--- src/standby_pkg.sv ---
package standby_pkg;

  // Wishbone register offsets (byte addresses).
  localparam logic [7:0] ctrl_ofs = 8'h00;
  localparam logic [7:0] timer_ofs = 8'h04;
  localparam logic [7:0] halt_ofs = 8'h08;
  localparam logic [7:0] pins_ofs = 8'h0c;
  localparam logic [7:0] status_ofs = 8'h10;

  // Control field positions.
  localparam int port_sense0_in_bit = 0;
  localparam int port_kio_out_bit = 1;
  localparam int port_led_mode_bit = 2;
  localparam int port_s2_release_bit = 3;
  localparam int div2_bit = 8;
  localparam logic [7:0] port_ctrl_reset = 8'h26;

  // Timer layout: nine count bits plus the output-permit bit.
  localparam int timer_w = 10;
  localparam int permit_bit = 9;
  localparam int timer_div_fast = 64;
  localparam int timer_div_slow = 128;

  // Wake wait after a stop-mode release, in oscillator periods.
  localparam int wake_wait_cycles = 256;

  // Halt operand codes, low three bits.
  localparam logic [2:0] op_stop_all = 3'h0;
  localparam logic [2:0] op_stop_all_b = 3'h3;
  localparam logic [2:0] op_stop_k0 = 3'h6;
  localparam logic [2:0] op_halt_timer = 3'h5;
  localparam int op_sense_bit = 3;

  typedef enum logic [2:0] {
    st_run = 3'b000,
    st_halt = 3'b001,
    st_stop_pend = 3'b010,
    st_stop = 3'b011,
    st_wake_wait = 3'b100
  } mode_t;

  // Pin inputs grouped together.
  typedef struct packed {
    logic [3:0] key_input_pins;
    logic [7:0] key_io_pins;
    logic sense_pin_0;
    logic sense_pin_1;
    logic sense_pin_2;
  } pins_t;

endpackage

--- src/standby_wake_controller.sv ---
// Implementation choices: the placing of the registers and the Wishbone interface to the registers.
`timescale 1ns/100ps
// Notes on behaviour
// - Zero load sets infrared output by permit.
// - Stop mode halts oscillator, pins low.
// - Halt pauses cpu, timer keeps running.
// - Standby keeps state; wake flag zero.
// - Stop first clears timer and permit.
// - Entry only by operand with flag zero.
// - Wake exit sets the wake flag.
// - Flag set: no entry, clear unless wake.
// - Wake already true: skip, set flag.
// - Reset restarts at zero, wake continues.
// - Codes 0000/0011 need all key outputs high.
// - Code x110 needs key output zero high.
// - Bit three adds enabled sense pin wake.
// - Code x101 halts until timer zero.
// - Illegal operand or precondition forces reset.
// - Stop wake waits, rechecks, else restops.
// - Timer ticks every 64 or 128 periods.
// - Permit drives indicator low, infrared high.
module standby_wake_controller #(
  parameter int wait_cycles = standby_pkg::wake_wait_cycles
) (
  input wire logic i_core_clk,
  input wire logic i_srst,
  input wire logic i_wb_cyc,
  input wire logic i_wb_stb,
  input wire logic i_wb_we,
  input wire logic [7:0] i_wb_adr,
  input wire logic [31:0] i_wb_dat,
  input wire logic [3:0] i_wb_sel,
  output logic [31:0] o_wb_dat,
  output logic o_wb_ack,
  input wire standby_pkg::pins_t i_pins,
  input wire logic [7:0] i_key_io_out_level,
  output logic o_ir_tx_out,
  output logic o_indicator_out,
  output logic o_osc_in_pin,
  output logic o_osc_out_pin,
  output logic o_osc_enable,
  output logic o_cpu_run,
  output logic o_internal_reset,
  output logic o_resume_next
);
  import standby_pkg::*;

  mode_t mode;
  mode_t next_mode;
  logic [8:0] port_control_reg;
  logic [timer_w-1:0] timer;
  logic [7:0] prescale;
  logic wake_flag;
  logic [3:0] halt_op;
  logic [15:0] wait_cnt;
  logic ack;
  logic soft_high;
  logic [31:0] rd_word;

  // True when any sense pin is high and set up to release stop mode.
  // Sense pin 1 only counts while its pin is an input, not the indicator.
  function automatic logic sense_hit(input pins_t p, input logic [8:0] ctrl);
    logic s0;
    logic s1;
    logic s2;
    s0 = p.sense_pin_0 && ctrl[port_sense0_in_bit];
    s1 = p.sense_pin_1 && !ctrl[port_led_mode_bit];
    s2 = p.sense_pin_2 && ctrl[port_s2_release_bit];
    return s0 || s1 || s2;
  endfunction

  // Bus decode.
  wire bus_req = i_wb_cyc && i_wb_stb && !ack;
  wire bus_wr = bus_req && i_wb_we && i_wb_sel[0];
  wire wr_ctrl = bus_wr && (i_wb_adr == ctrl_ofs);
  wire wr_timer = bus_wr && (i_wb_adr == timer_ofs);
  wire wr_halt = bus_wr && (i_wb_adr == halt_ofs);
  wire wr_status = bus_wr && (i_wb_adr == status_ofs);

  // Timer loads are accepted while the oscillator runs the cpu or the halt.
  wire timer_load = wr_timer && (mode == st_run || mode == st_halt);
  wire load_zero = (i_wb_dat[permit_bit-1:0] == '0);

  // Timer status and tick enable.
  wire timer_running = (timer[permit_bit-1:0] != 9'h000);
  wire permit = timer[permit_bit];
  wire [7:0] tick_top = port_control_reg[div2_bit] ? 8'(timer_div_slow - 1)
                                                    : 8'(timer_div_fast - 1);
  wire osc_on = (mode != st_stop);
  wire tick = osc_on && (prescale == tick_top);

  // Wake conditions, combinational from pins and timer.
  wire key_wake = |i_pins.key_input_pins;
  wire sense_armed = sense_hit(i_pins, port_control_reg);
  wire sense_wake = halt_op[op_sense_bit] && sense_armed;
  wire stop_wake = key_wake || sense_wake;
  wire timer_wake = !timer_running;

  // Operand decode of the incoming halt request.
  wire [2:0] op_lo = i_wb_dat[2:0];
  wire op_bit3 = i_wb_dat[op_sense_bit];
  wire kio_out = port_control_reg[port_kio_out_bit];
  wire is_halt = (op_lo == op_halt_timer);
  wire is_stop_all = (op_lo == op_stop_all) || (op_lo == op_stop_all_b);
  wire is_stop_k0 = (op_lo == op_stop_k0);
  wire pre_all = kio_out && (i_key_io_out_level == 8'hff);
  wire pre_k0 = kio_out && i_key_io_out_level[0];
  wire pre_ok = is_halt || (is_stop_all && pre_all) || (is_stop_k0 && pre_k0);
  wire req_sense = op_bit3 && sense_armed;
  wire req_wake = is_halt ? timer_wake : (key_wake || req_sense);
  wire req_illegal = (mode == st_run) && wr_halt && !pre_ok;
  wire req_ok = (mode == st_run) && wr_halt && pre_ok;
  wire enter = req_ok && !wake_flag && !req_wake;

  // Mode transitions.
  always_comb begin
    next_mode = mode;
    unique case (mode)
      st_run: begin
        if (enter) begin
          next_mode = is_halt ? st_halt : st_stop_pend;
        end
      end
      st_halt: begin
        if (timer_wake) begin
          next_mode = st_run;
        end
      end
      st_stop_pend: begin
        if (timer == '0) begin
          next_mode = st_stop;
        end
      end
      st_stop: begin
        if (stop_wake) begin
          next_mode = st_wake_wait;
        end
      end
      st_wake_wait: begin
        if (wait_cnt == 16'(wait_cycles - 1)) begin
          next_mode = stop_wake ? st_run : st_stop;
        end
      end
      default: next_mode = st_run;
    endcase
  end

  // A standby mode ending through its own wake condition.
  wire halt_exit = (mode == st_halt) && timer_wake;
  wire stop_exit = (mode == st_wake_wait) && (next_mode == st_run);

  // Mode state and operand capture.
  always_ff @(posedge i_core_clk) begin
    if (i_srst || req_illegal) begin
      mode <= st_run;
      halt_op <= 4'h0;
    end else begin
      mode <= next_mode;
      if (req_ok) begin
        halt_op <= {op_bit3, op_lo};
      end
    end
  end

  // Wait counter for oscillator restart.
  always_ff @(posedge i_core_clk) begin
    if (i_srst || mode != st_wake_wait) begin
      wait_cnt <= 16'h0000;
    end else begin
      wait_cnt <= wait_cnt + 16'h0001;
    end
  end

  // Wake flag: set on wake exit, handled at halt execution.
  always_ff @(posedge i_core_clk) begin
    if (i_srst || req_illegal) begin
      wake_flag <= 1'b0;
    end else if (halt_exit || stop_exit) begin
      wake_flag <= 1'b1;
    end else if (req_ok) begin
      wake_flag <= req_wake;
    end else if (wr_status && i_wb_dat[0]) begin
      wake_flag <= 1'b0;
    end
  end

  // Prescaler: restarts on a load and idles while the count is zero.
  // Idling at zero makes every run last whole timer periods from its load.
  always_ff @(posedge i_core_clk) begin
    if (i_srst || req_illegal || timer_load || tick || timer_wake) begin
      prescale <= 8'h00;
    end else if (osc_on) begin
      prescale <= prescale + 8'h01;
    end
  end

  // Port control register, written only while the cpu runs.
  always_ff @(posedge i_core_clk) begin
    if (i_srst || req_illegal) begin
      port_control_reg <= {1'b0, port_ctrl_reset};
    end else if (wr_ctrl && mode == st_run) begin
      port_control_reg <= i_wb_dat[8:0];
    end
  end

  // Down counter with its output-permit bit; a pending stop empties both.
  always_ff @(posedge i_core_clk) begin
    if (i_srst || req_illegal) begin
      timer <= '0;
    end else if (timer_load) begin
      timer <= i_wb_dat[timer_w-1:0];
    end else if (mode == st_stop_pend) begin
      timer <= '0;
    end else if (tick && timer_running) begin
      timer <= timer - 10'(1);
    end
  end

  // A zero-count load sets the infrared level from the permit bit.
  // The level stands until the next load, so software shapes short pulses.
  always_ff @(posedge i_core_clk) begin
    if (i_srst || req_illegal) begin
      soft_high <= 1'b0;
    end else if (timer_load) begin
      soft_high <= load_zero && i_wb_dat[permit_bit];
    end
  end

  // Outputs: timer drives infrared and indicator.
  always_ff @(posedge i_core_clk) begin
    if (i_srst) begin
      o_ir_tx_out <= 1'b0;
      o_indicator_out <= 1'b1;
    end else begin
      o_ir_tx_out <= permit && (timer_running || soft_high);
      o_indicator_out <= !(permit && timer_running);
    end
  end

  // Read data selection by byte address; unmapped addresses read zero.
  always_comb begin
    unique case (i_wb_adr)
      ctrl_ofs: rd_word = {23'h0, port_control_reg};
      timer_ofs: rd_word = {22'h0, timer};
      halt_ofs: rd_word = {28'h0, halt_op};
      pins_ofs: rd_word = {17'h0, i_pins};
      status_ofs: rd_word = {27'h0, mode, timer_running, wake_flag};
      default: rd_word = 32'h0000_0000;
    endcase
  end

  // Bus answer: one ack per request, data registered with it.
  always_ff @(posedge i_core_clk) begin
    if (i_srst) begin
      ack <= 1'b0;
      o_wb_dat <= 32'h0000_0000;
    end else begin
      ack <= bus_req;
      o_wb_dat <= rd_word;
    end
  end

  // Status outputs.
  assign o_wb_ack = ack;
  assign o_osc_enable = osc_on;
  assign o_osc_in_pin = 1'b0;
  assign o_osc_out_pin = 1'b0;
  assign o_cpu_run = (mode == st_run);
  assign o_internal_reset = req_illegal;
  assign o_resume_next = halt_exit || stop_exit;
endmodule

--- config.mk ---
export PLATFORM = sky130hd
export DESIGN_NAME = standby_wake_controller
export DESIGN_NICKNAME = d
export VERILOG_FILES = /design/src/standby_pkg.sv /design/src/standby_wake_controller.sv
export SDC_FILE = /design/constraint.sdc
export NUM_CORES = 1
export LEC_CHECK = 0
export BUFFER_PORTS_ARGS = -buffer_cell sky130_fd_sc_hd__buf_2
export CAP_MARGIN = 5
export CORE_MARGIN = 5
export CORE_UTILIZATION = 45
export DETAILED_ROUTE_END_ITERATION = 12
export PLACE_DENSITY = 0.71
export SKIP_CTS_REPAIR_TIMING = 1
export SLEW_MARGIN = 0
export SYNTH_ARGS = -nofsm -noshare
export SYNTH_HDL_FRONTEND = slang
export SYNTH_SLANG_ARGS = --single-unit
export TNS_END_PERCENT = 1
--- constraint.sdc ---
create_clock -name i_core_clk -period 2.7 [get_ports i_core_clk]
set_input_delay 0.27 -clock i_core_clk [delete_from_list [all_inputs] [get_ports i_core_clk]]
set_output_delay 0.27 -clock i_core_clk [all_outputs]
set_load 0.02 [all_outputs]
==> summary.md, run 1 <==
| Metric | Value |
|---|---|
| Status | `finished, final reports clean` |
| Top flop regs | `wait_cnt: 16 flops, o_wb_dat: 15 flops, timer: 10 flops` |
| Worst-path clk slew | `80 ps` |
| Antenna viol nets, final | `0` |
| #FFs+latches synth | `70` |
| Hold EP | `o_wb_dat[10]` |
| Clock skew | `5.621 ps` |
| CTS tree | `built` |
| Port Buffer Count | `68` |
| CTS max path bufs | `2` |
| Peak supply drop | `0.1871 mV` |
| WP data arrival | `2080 ps` |
| Avg Synthesized Cell Area | `8.424 um2` |
| DPL Wire Length | `7.558 mm` |
| Synthesized area | `3782 um2` |
| Yosys warns | `0` |
| GR Overflow Total | `0` |
| R2R depth | `7` |
| Worst-margin pin slew | `615.5 ps` |
| Sink Count | `70` |
| Asr flop ratio synth | `0` |
| Worst-skew pair later-pin latency | `350 ps` |
| Total number of H-tree levels | `3` |
| GP Congestion | `0.8708` |
| Starting DRT DRC Count | `266` |
| Setup_tns | `0 ps` |
| Core ar. | `8217 um2` |
| Fraction of post-synthesis cell area in the top cell type by area | `0.3705` |
| Cts bufs inserted | `9` |
| Std-Cell Rows | `33` |
| Root Driver | `clkbuf_8` |
| GRT Max-Usage Layer | `met2` |
| EDFF count, synth | `0` |
| Critical Path RT | `2430 ps` |
| Grt met2 use | `0.3184` |
| CP Class | `register to output port` |
| Hold Path Depth | `2` |
| FMAX | `424.6 MHz` |
| Maxcap violations | `0` |
| Slew Viols, Final | `0` |
| Fin crit share | `0.8722` |
| GRT Overall Usage | `0.1967` |
| Pin count of the biggest net entering global routing | `20` |
| DRC viols | `0` |
| Vias in the first global route | `3,301` |
| Rel. slew slack | `0.5897` |
| Synth Instances | `449` |
| RSZ-0062 raised after global routing | `false` |
| # diodes | `0` |
| Global-route met3 utilization | `0.04408` |
| Layout cells sized above 1 | `0.2256` |
| Critical path launch point type | `register` |
| Die Y | `101.7 um` |
| Leakage Power | `0.001761 uW` |
| Cell Count, Final, Fillers Out | `628` |
| Vias per inst | `5.545` |
| Top reg by flops | `wait_cnt` |
| First-pass GRT wire length | `16.12 mm` |
| Avg WL per Cell | `15.93 um` |
| Worst-path fanout max | `6` |
| Dpl cells | `612` |
| Final Setup Violations | `0` |
| Worst reg2reg path startpoint | `timer[0]` |
| Ys flop type | `dfxtp_1` |
| Power Total | `1969 uW` |
| Initial antenna violation count | `0` |
| Max reg flops | `16` |
| Hold wc startpoint | `i_pins[10]` |
| Nets@finish | `593` |
| Via Count | `3,482` |
| Area growth syn-to-layout | `14.79%` |
| Reg-to-reg endpoint | `timer[5]` |
| Die area | `10,340 um2` |
| First-pass DRT Iterations | `5` |
| Seq/Total Area, Yosys | `0.3705` |
| Die X | `101.7 um` |
| Synth area leaders | `dfxtp_1, nand2_1, nor2_1, buf_4, mux2i_1` |
| Worst setup EP type | `output port` |
| Unique masters post-synth | `72` |
| Initial core utilization | `0.4603` |
| Io pins | `113` |
| Pwr per Cell Area | `453.6 nW/um2` |
| Final WL | `10.00 mm` |
| R2R Setup Slk | `560 ps` |
| Met1 global-route usage | `0.2567` |
| Min Tclk post-route | `2355 ps` |
| Hold WC Path Type | `input port to register` |
| Dominant cell type by area after synthesis | `dfxtp_1` |
| Hold Vio Cnt, Final | `0` |
[synth_stat cells (3+ instances only)]
| cell type | count |
|---|---|
| dfxtp_1 | 70 |
| nand2_1 | 41 |
| nor2_1 | 40 |
| inv_1 | 25 |
| buf_4 | 19 |
| nor3_1 | 18 |
| a21oi_1 | 16 |
| nand3_1 | 15 |
| and3_1 | 14 |
| mux2i_1 | 13 |
| xor2_1 | 13 |
| nor4_1 | 12 |
| o21ai_0 | 12 |
| a22oi_1 | 9 |
| nand4_1 | 9 |
| buf_2 | 8 |
| xnor2_1 | 8 |
| clkbuf_1 | 7 |
| and2_1 | 6 |
| o22ai_1 | 6 |
| a221oi_1 | 5 |
| a31o_1 | 5 |
| and4_1 | 5 |
| a31oi_1 | 4 |
| a211o_1 | 3 |
| a211oi_1 | 3 |
| buf_1 | 3 |
| ha_1 | 3 |
| or3_1 | 3 |
[stage by stage]
stage	hold WS, ps	setup WS [ps]	utilization	instance area (um2)
after global placement	440.9	602.8	0.5059	4156
after detailed placement	447.7	575.7	0.5059	4156
final	144.2	345.1	0.5284	4342
after global routing	136.6	172.2	0.5284	4342
after floorplan	346.7	793.2	-	3850
after CTS	140.6	348.8	0.5284	4342
[worst max-delay path: stages, from the launching register on]
cell and delay (ps):
dfxtp_1 440, ha_1 240, and4_1 290, nand2_1 160
nor3_1 240, a32oi_1 130, inv_1 90, buf_2 160
[how the worst max path moves through the flow]
stage | startpoint | endpoint | slack (ps) | cells after the start
after floorplan | timer[0] | timer[8] | 790 | 9
after global placement | i_wb_dat[0] | timer[5] | 600 | 8
after detailed placement | timer[0] | timer[7] | 580 | 7
after CTS | wait_cnt[0] | o_resume_next | 350 | 7
after global routing | wait_cnt[0] | o_resume_next | 170 | 7
final | wait_cnt[0] | o_resume_next | 350 | 7
[per-layer routing]
layer	up-vias	share of wire
met5	-	0
met4	0	0.014
met3	16	0.075
met2	121	0.48
met1	1635	0.43
li1	1710	-
[power breakdown]
part,switching [uW],internal [uW],total (uW)
combinational,95.9,48.1,144
clock,411,382,793
sequential,0.369,1030,1030
total,507,1460,1970
[logic make-up after synthesis]
logic type / share of synthesized area
AO/OA/AOI/OAI: 0.1621
flip-flops: 0.3705
multiplexers: 0.04036
AND/OR/NAND/NOR: 0.2732
adder cells (fa/ha/maj): 0.009925
XOR/XNOR: 0.04863
buffers and inverters: 0.09428
other: 0.0009914
[cells in the final DEF (no fill, tap or decap), types with 3 or more instances in the layout]
| cell | Yosys | final |
|---|---|---|
| and4_1 | 5 | 5 |
| o22ai_1 | 6 | 6 |
| a211oi_1 | 3 | 3 |
| buf_2 | 8 | 68 |
| nor2_1 | 40 | 40 |
| a31oi_1 | 4 | 4 |
| dfxtp_1 | 70 | 70 |
| a221oi_1 | 5 | 5 |
| nor3_1 | 18 | 18 |
| inv_1 | 25 | 25 |
| xnor2_1 | 8 | 8 |
| clkbuf_8 | 0 | 11 |
| or3_1 | 3 | 3 |
| buf_4 | 19 | 13 |
| and3_1 | 14 | 14 |
| a31o_1 | 5 | 5 |
| mux2i_1 | 13 | 13 |
| conb_1 | 1 | 19 |
| o21ai_0 | 12 | 12 |
| a21oi_1 | 16 | 16 |
| a211o_1 | 3 | 3 |
| ha_1 | 3 | 3 |
| nor4_1 | 12 | 12 |
| xor2_1 | 13 | 13 |
| nand2_1 | 41 | 41 |
| and2_1 | 6 | 6 |
| nand4_1 | 9 | 9 |
| nand3_1 | 15 | 15 |
| a22oi_1 | 9 | 9 |
[final cells by class]
cell class	instances	area, um2
multi-input cells	331	2092
well taps	105	131.4
clock inverters	5	33.78
inverters	25	93.84
fillers	812	3875
repair buffers	81	437.9
flip-flops and latches	70	1401
clock buffers	11	151.4
No activity file was read; power rests on OpenSTA's default activity.
==> inputs of run 2 (changes only) <==
--- a/config.mk
+++ b/config.mk
@@ -7,10 +7,9 @@
 export LEC_CHECK = 0
 export BUFFER_PORTS_ARGS = -buffer_cell sky130_fd_sc_hd__buf_2
 export CAP_MARGIN = 5
-export CORE_MARGIN = 5
 export CORE_UTILIZATION = 45
 export DETAILED_ROUTE_END_ITERATION = 12
-export PLACE_DENSITY = 0.71
+export PLACE_DENSITY = 0.72
 export SKIP_CTS_REPAIR_TIMING = 1
 export SLEW_MARGIN = 0
 export SYNTH_ARGS = -nofsm -noshare
==> run 2 against run 1 <==
  * Sequential cell count did not move
  * Sequential share of layout area down 0.34 points
  * Fmax increased by 0.24%
  * Critical path depth did not move
  * Clock power up 35%
  * Clock skew is 4.4 ps higher
  * Wire length decreased by 6.2%
  * Non-clock buffer count down 3
  * Via count up 1.8%
  * Utilization increased by 0.83 points
  * Largest cell class unchanged
==> summary.md, run 2 (synthesis gave the netlist of run 1 again) <==
| Metric | Value |
|---|---|
| Top flop regs | `wait_cnt: 16 flops, o_wb_dat: 15 flops, timer: 10 flops` |
| CTS max path bufs | `2` |
| CP Class | `register to output port` |
| First-pass GRT wire length | `15.06 mm` |
| Cts bufs inserted | `9` |
| Critical-path cell list | `inv_1 -> ha_1 -> nor4b_4 -> and2_2 -> a32oi_1 -> inv_1 -> buf_2` |
| DRC viols | `0` |
| Worst-path fanout max | `5` |
| GR Overflow Total | `0` |
| Worst-margin pin slew | `672.9 ps` |
| Die X | `93.68 um` |
| NetSw | `522.1 uW` |
| Area of the multi-input gates | `2092 um2` |
| Final Setup Violations | `0` |
| Clock power share | `0.478` |
| Starting DRT DRC Count | `287` |
| Leakage Power | `0.001782 uW` |
| Critical path launch point type | `register` |
| Worst-path clk slew | `80 ps` |
| Antenna viol nets, final | `0` |
| Hold Vio Cnt, Final | `0` |
| Filler instances | `748` |
| CTS tree | `built` |
| Worst-skew pair later-pin latency | `350 ps` |
| Max stage delay on crit path | `370 ps` |
| Slew Viols, Final | `0` |
| Core ar. | `8175 um2` |
| Std-Cell Rows | `33` |
| Maxcap violations | `0` |
| Int Pwr | `1724 uW` |
| Initial antenna violation count | `0` |
| Worst reg2reg path startpoint | `timer[0]` |
| Clock skew | `10.01 ps` |
| Total number of H-tree levels | `3` |
| Most common cell after layout, fill and taps aside | `dfxtp_1` |
| Hold WC Path Type | `input port to register` |
| Io pins | `113` |
| Die Y | `93.68 um` |
| WL met1 | `4.119 mm` |
| GP Congestion | `0.8597` |
| Worst setup EP type | `output port` |
| Power Total | `2246 uW` |
| Met2 WL | `4.263 mm` |
| Crit path buf inv count | `3` |
| DPL Wire Length | `6.913 mm` |
| Slowest-stage cell, CP | `nor4b_4` |
| FMAX | `425.7 MHz` |
| Reg-to-reg endpoint | `timer[2]` |
| Max reg flops | `16` |
| Root Driver | `clkbuf_8` |
| Vias per inst | `5.672` |
| Hold wc startpoint | `i_pins[13]` |
| Register Area | `1401 um2` |
| Port Buffer Count | `68` |
| Met3 wire len | `679 um` |
| Most frequent cells in the layout | `dfxtp_1, buf_2, nand2_1` |
| Cell Count, Final, Fillers Out | `625` |
| Initial core utilization | `0.4627` |
| R2R Setup Slk | `520 ps` |
| Top reg by flops | `wait_cnt` |
| Layout cells sized above 1 | `0.2212` |
| First-pass DRT Iterations | `5` |
| Sequential power share | `0.460` |
| Final core occ | `0.5367` |
| Avg WL per Cell | `15.02 um` |
| Critical Path RT | `2430 ps` |
| GRT Overall Usage | `0.2201` |
| Die area | `8776 um2` |
| # diodes | `0` |
| Dpl cells | `609` |
| Nets@finish | `590` |
| Hold EP | `o_wb_dat[13]` |
| Setup_tns | `0 ps` |
| Vias in the first global route | `3,180` |
| Final WL | `9.385 mm` |
| Sink Count | `70` |
| Peak supply drop | `0.2157 mV` |
| Most Frequent Cell on Critical Path | `inv_1` |
| Pwr per Cell Area | `511.8 nW/um2` |
| Rel. slew slack | `0.5514` |
| Switch share | `0.2325` |
| RSZ-0062 raised after global routing | `false` |
| Highest metal used | `met4` |
| WP data arrival | `2080 ps` |
| R2R depth | `7` |
| Pin count of the biggest net entering global routing | `18` |
| Area growth syn-to-layout | `16.01%` |
| Comb power frac | `0.062` |
| Fin crit share | `0.8701` |
| Hold Path Depth | `2` |
| CP top delay family | `simple AND/OR/NAND/NOR gates` |
| Via Count | `3,545` |
| Min Tclk post-route | `2349 ps` |
| Hold slack | `150.9 ps` |
| Status | `finished, final reports clean` |
[run 2: cell types whose count changed in the layout (fill, tap and decap cells not counted), sizes merged]
| cell | before | now |
|---|---|---|
| buf | 81 | 78 |
| bufinv | 0 | 3 |
| clkinvlp | 2 | 0 |
| clkinv | 3 | 2 |
| inv | 25 | 26 |
| clkbuf | 11 | 10 |
[run 2: area by class of cell]
cell class	count	share of cell area
Sequential cell	70	0.3194
Timing Repair Buffer	78	0.09467
Inverter	25	0.02139
Multi-Input combinational cell	331	0.4768
Clock inverter	6	0.02652
Clock buffer	10	0.03137
Tap cell	105	0.02994
[run 2: routing by layer]
layer,global-route usage,vias up
li1,-,1706
met1,0.2924,1639
met2,0.3321,169
met3,0.03560,31
met4,0.1359,0
met5,0,-
[run 2: worst max-delay path by stage]
stage	endpoint	slack, ps	cells after the start	from
floorplan	timer[8]	790	9	timer[0]
global placement	timer[5]	540	6	i_wb_adr[5]
detailed placement	timer[2]	480	6	i_wb_adr[5]
CTS	o_resume_next	370	7	timer[0]
global route	o_resume_next	230	7	timer[0]
finish	o_resume_next	350	7	timer[0]
[run 2: power by group through the flow]
stage	registers (uW)	clock network (uW)	logic, uW
floorplan	1060	0	96.4
global placement	1060	0	137
detailed placement	1060	0	138
CTS	1030	1080	138
global route	1030	1130	152
finish	1030	1070	140
[run 2: stage by stage]
| step | cell area, um2 | setup slack (ps) |
|---|---|---|
| global route | 4388 | 230.5 |
| global placement | 4134 | 543.3 |
| finish | 4388 | 350.8 |
| floorplan | 3850 | 793.2 |
| detailed placement | 4134 | 476.3 |
| CTS | 4388 | 368.2 |
